`src/include/ehc_cfg.svh`:
```
`ifndef EHC_CFG_SVH
`define EHC_CFG_SVH
// Notes on behaviour
// - Tag-skip bits 15/14 make checksums skip four tag bytes per direction.
// - Bit 9 (reset 1) allows receive; bit 8 (reset 0) allows transmit.
// - Interrupt output active high when bit 6 is 1, else active low; reset 0.
// - Wake output active high when bit 0 is 1, else active low; reset 1.
// - Mask bits 5,4,3,1,0 gate same-position status bits onto the interrupt.
// - Status bit clears on writing 1; writing 0 leaves it.
// - Status bit 5 sets on a PHY interrupt request.
// - Status bit 4 sets when received packets are stored.
// - Status bit 3 sets when a transmission finishes.
// - Status bit 1 sets when the watchdog expires.
// - Status bit 0 sets when the receive buffer fills; receive then stalls.
// - Bit 6 (reset 1) appends computed FCS to every sent packet.
// - Bit 4 inserts computed IP/TCP/UDP checksum on transmit.
// - Config bits 1:0 read back the descriptor now being sent; reset 00.
// - Pending bit 8 reads 1 while transmit data waits, else 0.
// - Bits 5:4 encode the descriptor being transmitted, 0 to 3.
// - Host sets in-use bits 3:0; device clears one when its send ends.
// - Bits 12, 11, 10 steer LED pins instead of GPIO or PROM pins.
// - Bit 9 powers down internal PHY; bit 8 picks internal over external.
// - Bits 6:4 pick PHY link mode; 011 is reserved.

`define EHC_OFF_CMD     16'hfc00
`define EHC_OFF_MASK    16'hfc04
`define EHC_OFF_STAT    16'hfc08
`define EHC_OFF_TXCFG   16'hfc10
`define EHC_OFF_TXCMD   16'hfc14
`define EHC_OFF_TRANSMIT_BUFFER_STATE    16'hfc18
`define EHC_OFF_PHY     16'hfc1c

`define EHC_RST_CMD     16'h0201
`define EHC_RST_TXCFG   16'h0040
`define EHC_RST_ZERO    16'h0000
`define EHC_EVT_BITS    16'h003b

`define EHC_B_RX_TAG    15
`define EHC_B_TX_TAG    14
`define EHC_B_RX_ALLOW  9
`define EHC_B_TX_ALLOW  8
`define EHC_B_IRQ_POL   6
`define EHC_B_WAKE_POL  0
`define EHC_B_FCS       6
`define EHC_B_CSUM      4
`define EHC_B_HWF       15
`define EHC_B_DSEL      13
`define EHC_B_BCNT      0
`define EHC_B_PEND      8
`define EHC_B_SEND      4
`define EHC_B_SPD_LED   12
`define EHC_B_LNK_LED   11
`define EHC_B_DUP_LED   10
`define EHC_B_PWR_OFF   9
`define EHC_B_INT_PHY   8
`define EHC_B_MODE      4
`endif

```
`src/include/ehc_pkg.sv`:
```
package ehc_pkg;
    typedef struct packed {
        logic rx_tag_skip;
        logic tx_tag_skip;
        logic receive_allow;
        logic transmit_allow;
        logic irq_polarity;
        logic wake_polarity;
        logic fcs_auto_append;
        logic tx_csum_insert;
    } ehc_ctrl_t;

    typedef struct packed {
        logic        host_write_flag;
        logic [1:0]  write_desc_select;
        logic [11:0] write_byte_count;
    } ehc_txcmd_t;

    typedef struct packed {
        logic       speed_led_select;
        logic       link_led_select;
        logic       duplex_led_select;
        logic       phy_power_off;
        logic       internal_phy_select;
        logic [2:0] phy_link_mode;
    } ehc_phy_t;

    typedef enum logic [2:0] {
        EHC_R_NONE, EHC_R_CMD, EHC_R_MASK, EHC_R_STAT,
        EHC_R_TXCFG, EHC_R_TXCMD, EHC_R_TRANSMIT_BUFFER_STATE, EHC_R_PHY
    } ehc_reg_t;
endpackage

```
`src/hw/ehc_regs.sv`:
```
`timescale 1ns/1ps
`include "ehc_cfg.svh"

module ehc_regs (
    input  wire logic               clk,
    input  wire logic               rst,
    input  wire logic               host_sel_n,
    input  wire logic               host_rd_n,
    input  wire logic               host_wr_n,
    input  wire logic [15:0]        host_addr,
    input  wire logic [31:0]        host_wdata,
    output logic [31:0]             host_rdata,
    input  wire logic               phy_irq_req,
    input  wire logic               rx_pkt_stored,
    input  wire logic               tx_pkt_done,
    input  wire logic               wdt_expired,
    input  wire logic               rxbuf_full,
    input  wire logic               wake_req,
    input  wire logic [1:0]         tx_active_desc,
    input  wire logic               tx_data_waiting,
    output ehc_pkg::ehc_ctrl_t      ctrl,
    output ehc_pkg::ehc_txcmd_t     txcmd,
    output ehc_pkg::ehc_phy_t       phy,
    output logic [3:0]              desc_in_use,
    output logic                    irq_out,
    output logic                    wake_out
);
    import ehc_pkg::*;

    localparam logic [15:0] RST_CMD   = `EHC_RST_CMD;
    localparam logic [15:0] RST_TXCFG = `EHC_RST_TXCFG;
    localparam logic [15:0] RST_ZERO  = `EHC_RST_ZERO;
    localparam logic [15:0] EVT_BITS  = `EHC_EVT_BITS;

    ehc_ctrl_t   ctrl_ff;
    ehc_txcmd_t  txcmd_ff;
    ehc_phy_t    phy_ff;
    logic [15:0] mask_ff;
    logic [15:0] stat_ff;
    logic [15:0] nxt_stat;
    logic [3:0]  use_ff;
    logic [3:0]  nxt_use;
    logic        rd_prev_ff;
    logic        wr_prev_ff;
    logic [31:0] rdata_ff;
    logic        irq_ff;
    logic        wake_ff;
    logic        wr_take;
    logic        rd_take;
    ehc_reg_t    sel;
    logic [15:0] wd;
    logic [15:0] events;
    logic [15:0] rd_word;

    function automatic ehc_reg_t reg_decode(input logic [15:0] a);
        unique case (a)
            `EHC_OFF_CMD:   reg_decode = EHC_R_CMD;
            `EHC_OFF_MASK:  reg_decode = EHC_R_MASK;
            `EHC_OFF_STAT:  reg_decode = EHC_R_STAT;
            `EHC_OFF_TXCFG: reg_decode = EHC_R_TXCFG;
            `EHC_OFF_TXCMD: reg_decode = EHC_R_TXCMD;
            `EHC_OFF_TRANSMIT_BUFFER_STATE:  reg_decode = EHC_R_TRANSMIT_BUFFER_STATE;
            `EHC_OFF_PHY:   reg_decode = EHC_R_PHY;
            default:        reg_decode = EHC_R_NONE;
        endcase
    endfunction

    // Command and TX config words share one control struct
    function automatic ehc_ctrl_t ctrl_unpack(input logic [15:0] c, input logic [15:0] t);
        ehc_ctrl_t r;
        r.rx_tag_skip     = c[`EHC_B_RX_TAG];
        r.tx_tag_skip     = c[`EHC_B_TX_TAG];
        r.receive_allow   = c[`EHC_B_RX_ALLOW];
        r.transmit_allow  = c[`EHC_B_TX_ALLOW];
        r.irq_polarity    = c[`EHC_B_IRQ_POL];
        r.wake_polarity   = c[`EHC_B_WAKE_POL];
        r.fcs_auto_append = t[`EHC_B_FCS];
        r.tx_csum_insert  = t[`EHC_B_CSUM];
        return r;
    endfunction

    function automatic ehc_phy_t phy_unpack(input logic [15:0] p);
        ehc_phy_t r;
        r.speed_led_select    = p[`EHC_B_SPD_LED];
        r.link_led_select     = p[`EHC_B_LNK_LED];
        r.duplex_led_select   = p[`EHC_B_DUP_LED];
        r.phy_power_off       = p[`EHC_B_PWR_OFF];
        r.internal_phy_select = p[`EHC_B_INT_PHY];
        r.phy_link_mode       = p[`EHC_B_MODE +: 3];
        return r;
    endfunction

    // One access per strobe falling edge, so a held strobe cannot repeat a clear
    assign sel     = reg_decode(host_addr);
    assign wd      = host_wdata[15:0];
    assign wr_take = !host_sel_n && !host_wr_n && wr_prev_ff;
    assign rd_take = !host_sel_n && !host_rd_n && rd_prev_ff;

    always_ff @(posedge clk) begin
        if (rst) begin
            wr_prev_ff <= 1'b1;
            rd_prev_ff <= 1'b1;
        end else begin
            wr_prev_ff <= host_sel_n || host_wr_n;
            rd_prev_ff <= host_sel_n || host_rd_n;
        end
    end

    // control bits steer the MAC and pin polarity
    always_ff @(posedge clk) begin
        if (rst) begin
            ctrl_ff <= ctrl_unpack(RST_CMD, RST_TXCFG);
        end else if (wr_take && sel == EHC_R_CMD) begin
            ctrl_ff <= ctrl_unpack(wd, {9'h000, ctrl_ff.fcs_auto_append, 1'b0,
                                   ctrl_ff.tx_csum_insert, 4'h0});
        end else if (wr_take && sel == EHC_R_TXCFG) begin
            ctrl_ff.fcs_auto_append <= wd[`EHC_B_FCS];
            ctrl_ff.tx_csum_insert  <= wd[`EHC_B_CSUM];
        end
    end

    // write-session fields are stored for the buffer logic
    always_ff @(posedge clk) begin
        if (rst) begin
            txcmd_ff <= '0;
        end else if (wr_take && sel == EHC_R_TXCMD) begin
            txcmd_ff.host_write_flag   <= wd[`EHC_B_HWF];
            txcmd_ff.write_desc_select <= wd[`EHC_B_DSEL +: 2];
            txcmd_ff.write_byte_count  <= wd[`EHC_B_BCNT +: 12];
        end
    end

    // pin muxing and PHY selection; reserved mode 011 is kept as written
    always_ff @(posedge clk) begin
        if (rst) begin
            phy_ff <= phy_unpack(RST_ZERO);
        end else if (wr_take && sel == EHC_R_PHY) begin
            phy_ff <= phy_unpack(wd);
        end
    end

    // only implemented mask bits are stored
    always_ff @(posedge clk) begin
        if (rst) begin
            mask_ff <= RST_ZERO;
        end else if (wr_take && sel == EHC_R_MASK) begin
            mask_ff <= wd & EVT_BITS;
        end
    end

    // event pulses land on their status bits
    always_comb begin
        events = RST_ZERO;
        events[5] = phy_irq_req;
        events[4] = rx_pkt_stored;
        events[3] = tx_pkt_done;
        events[1] = wdt_expired;
        events[0] = rxbuf_full;
    end

    // write-one clear; an event in the same cycle wins
    always_comb begin
        nxt_stat = stat_ff;
        if (wr_take && sel == EHC_R_STAT) begin
            nxt_stat = stat_ff & ~(wd & EVT_BITS);
        end
        nxt_stat = nxt_stat | events;
    end

    always_ff @(posedge clk) begin
        if (rst) begin
            stat_ff <= RST_ZERO;
        end else begin
            stat_ff <= nxt_stat;
        end
    end

    // host write stores in-use bits; completion clears the finished one
    always_comb begin
        nxt_use = use_ff;
        if (tx_pkt_done) begin
            nxt_use[tx_active_desc] = 1'b0;
        end
        if (wr_take && sel == EHC_R_TRANSMIT_BUFFER_STATE) begin
            nxt_use = wd[3:0];
        end
    end

    always_ff @(posedge clk) begin
        if (rst) begin
            use_ff <= 4'h0;
        end else begin
            use_ff <= nxt_use;
        end
    end

    // level follows masked status, polarity applied last
    always_ff @(posedge clk) begin
        if (rst) begin
            irq_ff <= 1'b1;
        end else begin
            irq_ff <= (|(nxt_stat & mask_ff)) ? ctrl_ff.irq_polarity
                                               : !ctrl_ff.irq_polarity;
        end
    end

    // wake request driven at the chosen polarity
    always_ff @(posedge clk) begin
        if (rst) begin
            wake_ff <= 1'b0;
        end else begin
            wake_ff <= wake_req ? ctrl_ff.wake_polarity : !ctrl_ff.wake_polarity;
        end
    end

    // read-back assembly; unmapped offsets read zero
    always_comb begin
        rd_word = RST_ZERO;
        unique case (sel)
            EHC_R_CMD: begin
                rd_word[`EHC_B_RX_TAG]   = ctrl_ff.rx_tag_skip;
                rd_word[`EHC_B_TX_TAG]   = ctrl_ff.tx_tag_skip;
                rd_word[`EHC_B_RX_ALLOW] = ctrl_ff.receive_allow;
                rd_word[`EHC_B_TX_ALLOW] = ctrl_ff.transmit_allow;
                rd_word[`EHC_B_IRQ_POL]  = ctrl_ff.irq_polarity;
                rd_word[`EHC_B_WAKE_POL] = ctrl_ff.wake_polarity;
            end
            EHC_R_MASK:  rd_word = mask_ff;
            EHC_R_STAT:  rd_word = stat_ff;
            EHC_R_TXCFG: begin
                rd_word[`EHC_B_FCS]  = ctrl_ff.fcs_auto_append;
                rd_word[`EHC_B_CSUM] = ctrl_ff.tx_csum_insert;
                rd_word[1:0]         = tx_active_desc;
            end
            EHC_R_TXCMD: begin
                rd_word[`EHC_B_HWF]        = txcmd_ff.host_write_flag;
                rd_word[`EHC_B_DSEL +: 2]  = txcmd_ff.write_desc_select;
                rd_word[`EHC_B_BCNT +: 12] = txcmd_ff.write_byte_count;
            end
            EHC_R_TRANSMIT_BUFFER_STATE: begin
                rd_word[`EHC_B_PEND]      = tx_data_waiting;
                rd_word[`EHC_B_SEND +: 2] = tx_active_desc;
                rd_word[3:0]              = use_ff;
            end
            EHC_R_PHY: begin
                rd_word[`EHC_B_SPD_LED]  = phy_ff.speed_led_select;
                rd_word[`EHC_B_LNK_LED]  = phy_ff.link_led_select;
                rd_word[`EHC_B_DUP_LED]  = phy_ff.duplex_led_select;
                rd_word[`EHC_B_PWR_OFF]  = phy_ff.phy_power_off;
                rd_word[`EHC_B_INT_PHY]  = phy_ff.internal_phy_select;
                rd_word[`EHC_B_MODE +: 3] = phy_ff.phy_link_mode;
            end
            EHC_R_NONE:  rd_word = RST_ZERO;
        endcase
    end

    // Read data is held until the next read strobe
    always_ff @(posedge clk) begin
        if (rst) begin
            rdata_ff <= 32'h0000_0000;
        end else if (rd_take) begin
            rdata_ff <= {16'h0000, rd_word};
        end
    end

    assign host_rdata  = rdata_ff;
    assign ctrl        = ctrl_ff;
    assign txcmd       = txcmd_ff;
    assign phy         = phy_ff;
    assign desc_in_use = use_ff;
    assign irq_out     = irq_ff;
    assign wake_out    = wake_ff;
endmodule

```
`config.mk`:
```
export PLATFORM = sky130hd
export DESIGN_NAME = ehc_regs
export DESIGN_NICKNAME = d
export VERILOG_FILES = /design/src/include/ehc_pkg.sv /design/src/hw/ehc_regs.sv
export VERILOG_INCLUDE_DIRS = /design/src /design/src/include
export SDC_FILE = /design/constraint.sdc
export NUM_CORES = 1
export LEC_CHECK = 0
export BUFFER_PORTS_ARGS = -buffer_cell sky130_fd_sc_hd__buf_2
export CAP_MARGIN = 20
export CORE_AREA = 3 3 94 74
export DETAILED_ROUTE_END_ITERATION = 8
export DIE_AREA = 0 0 97 77
export GPL_TIMING_DRIVEN = 0
export PLACE_DENSITY_LB_ADDON = 0.12
export SLEW_MARGIN = 40
export SYNTH_ARGS = -nofsm -noshare
export SYNTH_HDL_FRONTEND = slang
export SYNTH_SLANG_ARGS = --single-unit
```
`constraint.sdc`:
```
create_clock -name clk -period 3.2 [get_ports clk]
set_clock_uncertainty 0.2 [all_clocks]
set_input_delay 0.32 -clock clk [delete_from_list [all_inputs] [get_ports clk]]
set_output_delay 0.32 -clock clk [all_outputs]
set_load 0.05 [all_outputs]
```
Word level (Yosys, flattened, before mapping)
Index checks and enable logic that the tools add are counted.
{"block": "classes", "eq_ne": 14, "reduce_logical": 22, "magnitude_cmp": 2, "mux": 21, "n_bitwise": 7}
{"cell": "16-bit equality test, second input constant", "n": 7}
{"cell": "3-bit one-hot mux with 7 select lines", "n": 1}
{"cell": "1-bit one-hot mux with 5 select lines", "n": 4}
{"cell": "16-bit bitwise AND", "n": 1}
{"cell": "16-bit by 6-bit bitwise AND with 16-bit output", "n": 1}
{"cell": "16-bit two-way mux", "n": 1}
{"cell": "6-bit inverter with 16-bit output", "n": 1}
{"cell": "16-bit by 6-bit OR with 16-bit output", "n": 1}
{"cell": "16-bit OR reduction", "n": 1}
{"cell": "3-bit equality test, second input constant", "n": 4}
{"cell": "1-bit logical AND", "n": 12}
{"cell": "1-bit one-hot mux with 6 select lines", "n": 2}
{"cell": "2-bit one-hot mux with 3 select lines", "n": 2}
{"cell": "4-bit two-way mux", "n": 2}
{"cell": "2-bit one-hot mux with 4 select lines", "n": 1}
{"cell": "3-bit by 2-bit equality test with 1-bit output, second input constant", "n": 2}
{"cell": "1-bit one-hot mux with 2 select lines", "n": 3}
{"cell": "1-bit zero test", "n": 5}
{"cell": "4-bit bitwise AND", "n": 1}
{"cell": "4-bit inverter", "n": 1}
{"cell": "1-bit one-hot mux with 4 select lines", "n": 1}
{"cell": "3-bit by 1-bit equality test with 1-bit output, second input constant", "n": 1}
{"cell": "2-bit by 3-bit less-than comparator with 1-bit output, second input constant", "n": 1}
{"cell": "1-bit two-way mux", "n": 3}
{"cell": "other kinds (6)", "n": 7}
{"block": "totals", "reg_bits": 76, "wordCells": 91, "output_inout_bits": 69, "input_bits": 62}

Depth between registers and ports, before layout
{"block": "depth", "word_depth": 9, "depth_mapped": 7, "depth_no_buf": 6}

Worst setup path before layout
No wires, ideal clock.
{"block": "synth_path", "path_type": "input port to flip-flop", "startpoint": "input host_addr[8]", "endpoint": "register ctrl_ff (netlist bit ctrl[1])", "required_time_ns": 2.880, "stages": 6, "setup_slack_ns": 1.231, "setup_ns": 0.120, "n_path_buf": 0, "arrival_time_ns": 1.650, "path_cell_list": "and4bb_2 > nand4_4 > or3_4 > nor3_4 > nor2b_1 > a211o_1"}
{"block": "synth_between", "elab_chain_len": 6, "elab_cells_between_ends": 14, "cone_classes": "eq/ne: 9; mux: 1; bitwise: 1; reduce/logical: 3"}
{"item": "from (decl)", "line": "ehc_regs.sv:10", "source": "input wire logic [15:0] host_addr,"}
{"item": "16-bit equality test", "line": "ehc_regs.sv:56", "source": "unique case (a)"}
{"item": "3-bit one-hot mux with 7 select lines (*)", "line": "ehc_regs.sv:56"}
{"item": "3-bit by 1-bit equality test with 1-bit output", "line": "ehc_regs.sv:113", "source": "end else if (wr_take && sel == EHC_R_CMD) begin"}
{"item": "1-bit logical AND", "line": "ehc_regs.sv:113"}
{"item": "1-bit inverter (no line)"}
{"item": "2-bit AND reduction (no line) (*)"}
{"item": "to (signal assigned)", "line": "ehc_regs.sv:112", "source": "ctrl_ff <= ctrl_unpack(RST_CMD, RST_TXCFG);"}
{"item": "to (signal assigned)", "line": "ehc_regs.sv:114", "source": "ctrl_ff <= ctrl_unpack(wd, {9'h000, ctrl_ff.fcs_auto_append, 1'b0,"}
{"item": "to (decl)", "line": "ehc_regs.sv:35", "source": "ehc_ctrl_t ctrl_ff;"}
Every way passes the cells marked *; elsewhere a longest branch is shown, timed or not.
A chain may end at the register's enable or synchronous reset.

Final worst setup path
{"block": "layout_path", "startpoint": "input host_wr_n", "endpoint": "register txcmd_ff (netlist bit txcmd[14])"}
{"block": "layout_between", "elab_chain_len": 4}
{"item": "from (decl)", "line": "ehc_regs.sv:9", "source": "input wire logic host_wr_n,"}
{"item": "1-bit zero test", "line": "ehc_regs.sv:96", "source": "assign wr_take = !host_sel_n && !host_wr_n && wr_prev_ff;"}
{"item": "1-bit logical AND (2 in a row)", "line": "ehc_regs.sv:96"}
{"item": "1-bit logical AND", "line": "ehc_regs.sv:126", "source": "end else if (wr_take && sel == EHC_R_TXCMD) begin"}
{"item": "to (decl)", "line": "ehc_regs.sv:36", "source": "ehc_txcmd_t txcmd_ff;"}
No other way between the ends.

==> flow_metrics.env <==
export IMPL_crit_top_cell="clkbuf_1"
export IMPL_power_density_nw_per_um2=441
export IMPL_cpPeakStageDelay_ns=0.54
export IMPL_cts_max_level=3
export IMPL_cp_slowest_cell="dlygate4sd3_1"
export IMPL_worstMarginPinSlew_ns=0.798
export IMPL_num_vias=3311
export IMPL_io_pins=131
export IMPL_comb_power_share_pct=12.4
export IMPL_holdWs_ns=-0.00137
export IMPL_yosys_cell_types_count=51
export IMPL_post_route_cells_drive_above_1_share_pct=29.5
export IMPL_synthFlopType="dfxtp_1"
export IMPL_synth_seq_cells=65
export IMPL_cts_resized_gates=0
export IMPL_setup_viol=0
export IMPL_cts_hold_buf=2
export IMPL_cts_made_buffers=9
export IMPL_synth_cells=373
export IMPL_die_x_microns=97
export IMPL_place_port_buffers=97
export IMPL_yosys_warnings=0
export IMPL_post_drt_wl_per_cell_microns=17.3
export IMPL_swShare_pct=28.0
export IMPL_dp_hpwl_microns=7350
export IMPL_crit_path_end_kind="register"
export IMPL_gp_congestion=0.941
export IMPL_row_count=25
export IMPL_chipHeight_microns=77
export IMPL_fillerInstances=591
export IMPL_fmax_ghz=0.389
export IMPL_path_max_fanout=10
export IMPL_maxCapViolCount=0
export IMPL_seq_power_share_pct=47.1
export IMPL_drt_iter0_drc=291
export IMPL_syn_area_sq_um=3110
export IMPL_internal_power_uw=1260
export IMPL_clockBufferDepth=2
export IMPL_rsz0062_at_grt="false"
export IMPL_postSynthAreaPerCell_sq_um=8.35
export IMPL_initial_utilization_pct=50.5
export IMPL_hold_viol_final=1
export IMPL_core_area_sq_um=6160
export IMPL_met2_usage_pct=40.5
export IMPL_layout_commonest_cell="buf_2"
export IMPL_finalCriticalPeriod_ns=2.57
export IMPL_clk_pin_slew_ns=0.07
export IMPL_p_total_uw=1750
export IMPL_pre_cts_slack_ns=0.629
export IMPL_top_usage_layer="met2"
export IMPL_insertion_delay_ns=0.36
export IMPL_period_share_pct=80.3
export IMPL_fin_cells=583
export IMPL_first_pass_iters=6
export IMPL_gr_usage_all_layers_pct=26.6
export IMPL_antenna_found_initial=0
export IMPL_grt_pass1_wl_microns=15700
export IMPL_grt_pass1_vias=3024
export IMPL_yosysSeqAreaShare_pct=41.8
export IMPL_outcome="finished with violations"
export IMPL_grt_max_degree=12
export IMPL_fin_tns_setup_ns=0
export IMPL_grt_overflow=0
export IMPL_hold_path_class="in2reg"
export IMPL_clock_sinks=65
export IMPL_grt_use_met3_pct=9.18
export IMPL_use_met1_pct=35.8
export IMPL_die_area_sq_um=7470
export IMPL_cts_setup_buffers=0
export IMPL_setup_ws_ns=0.629
export IMPL_cp_cell_sequence="dlygate4sd3_1 > buf_2 > nor3b_1 > clkbuf_1 > clkbuf_1 > nand3_1 > a21oi_1"
export IMPL_area_delta_synth_final_pct=27.6
export IMPL_startpoint_type="input port"
export IMPL_worstPathRequired_ns=3.29
export IMPL_slew_headroom_pct=46.4
export IMPL_root_buffer="clkbuf_8"
export IMPL_crit_type="in2reg"
export IMPL_clockPowerShare_pct=40.4
export IMPL_remaining_drc_errors=0
export IMPL_synth_edf_count=0
export IMPL_switching_power_uw=491
export IMPL_placed_cells=566
export IMPL_antenna_cells=0
export IMPL_mostFrequentLayoutCells="101 x buf_2, 65 x dfxtp_1, 52 x nand2_1, 41 x nor2_1, 37 x a21oi_1"
export IMPL_vdd_ir_drop_worst_v=0.000216
export IMPL_nets=560
export IMPL_cts_tree="done"
export IMPL_worst_ep_arrival_time_ns=2.66
export IMPL_wirelength_microns=10100
export IMPL_ant_nets=0
export IMPL_violations="negative hold slack"
export IMPL_power_leakage_uw=0.00175
export IMPL_vias_per_cell=5.68
export IMPL_async_flop_share_pct=0
export IMPL_report_final_slew_viol_count=0
-- sequential cells by signal, indices dropped and copies added (netlist names), 4 cells and up --
signal,count
stat_ff,5
mask_ff,5
phy,8
ctrl,8
desc_in_use,4
host_rdata,16
txcmd,15
-- logic make-up after synthesis --
| family | after synthesis | synth area share [%] |
|---|---|---|
| buf+inv | 39 | 7.15 |
| compound gates | 77 | 15.3 |
| simple gates | 164 | 26.5 |
| other cells | 1 | 0.120 |
| flops | 65 | 41.8 |
| mux | 26 | 8.88 |
| xor+xnor | 1 | 0.281 |
-- final cells by class --
type / count / area, sq um / area share (%)
buffer: 37 / 215 / 5.42
clock buffer: 11 / 141 / 3.56
clock inverter: 4 / 53.8 / 1.35
inverter: 2 / 7.51 / 0.189
multi-input combinational: 284 / 1650 / 41.4
sequential: 65 / 1300 / 32.8
tap: 81 / 101 / 2.55
timing repair buffer: 99 / 505 / 12.7
-- per-stage QoR --
stage | instance area, sq um | hold slack [ns] | utilization, %
floorplan | 3170 | 0.219 | -
global placement | 3760 | 0.234 | 61.0
detailed placement | 3760 | 0.237 | 61.0
CTS | 3970 | 0.00293 | 64.5
global route | 3970 | 0.00645 | 64.5
finish | 3970 | -0.00137 | 64.5
-- power groups by stage --
| stage | Sequential, uW | Combinational, uW | Clock [uW] |
|---|---|---|---|
| 2_1_floorplan | 861 | 121 | 0 |
| 3_3_place_gp | 844 | 209 | 0 |
| 3_5_place_dp | 844 | 211 | 0 |
| 4_1_cts | 826 | 213 | 709 |
| 5_1_grt | 826 | 230 | 747 |
| 6_report | 826 | 218 | 709 |
-- final timing paths --
| check | start | depth (start not counted) | slack [ns] | end |
|---|---|---|---|---|
| min | host_wdata[9] | 2 | -0.001 | ctrl[5]$_SDFFE_PP1P_ |
| max reg2reg | wr_prev_ff$_SDFF_PP1_ | 5 | 0.95 | txcmd[14]$_SDFFE_PP0P_ |
| max | host_wr_n | 7 | 0.63 | txcmd[14]$_SDFFE_PP0P_ |
| min reg2reg | host_rdata[4]$_SDFFE_PP0P_ | 2 | 0.25 | host_rdata[4]$_SDFFE_PP0P_ |
-- synth_stat cells (3+ instances only) --
library cell	n	area (sq um)
a211o_1	3	26.3
a211oi_1	3	22.5
a21oi_1	37	185
a221oi_1	5	43.8
buf_2	4	20.0
buf_4	17	128
clkbuf_1	14	52.6
dfxtp_1	65	1300
mux2_2	3	33.8
mux2i_1	22	220
nand2_1	52	195
nand3_1	21	105
nand4_1	9	56.3
nor2_1	41	154
nor2b_1	8	50.1
nor3_1	9	45.0
o21a_1	4	30.0
o21ai_0	13	65.1
or3_1	3	18.8
-- critical path: cells and delay by family --
kind | cells | cell delay, ns
and+or+nand+nor | 2 | 0.48
AOI/OAI and AO/OA | 1 | 0.17
buffers and inverters | 4 | 1.68
-- per-layer routing --
layer | vias up | part of all wire [%]
li1 | 1540 | -
met4 | 0 | 1.3
met3 | 16 | 11
met2 | 188 | 44
met5 | - | 0
met1 | 1567 | 44
(Power assumes the default switching activity.)
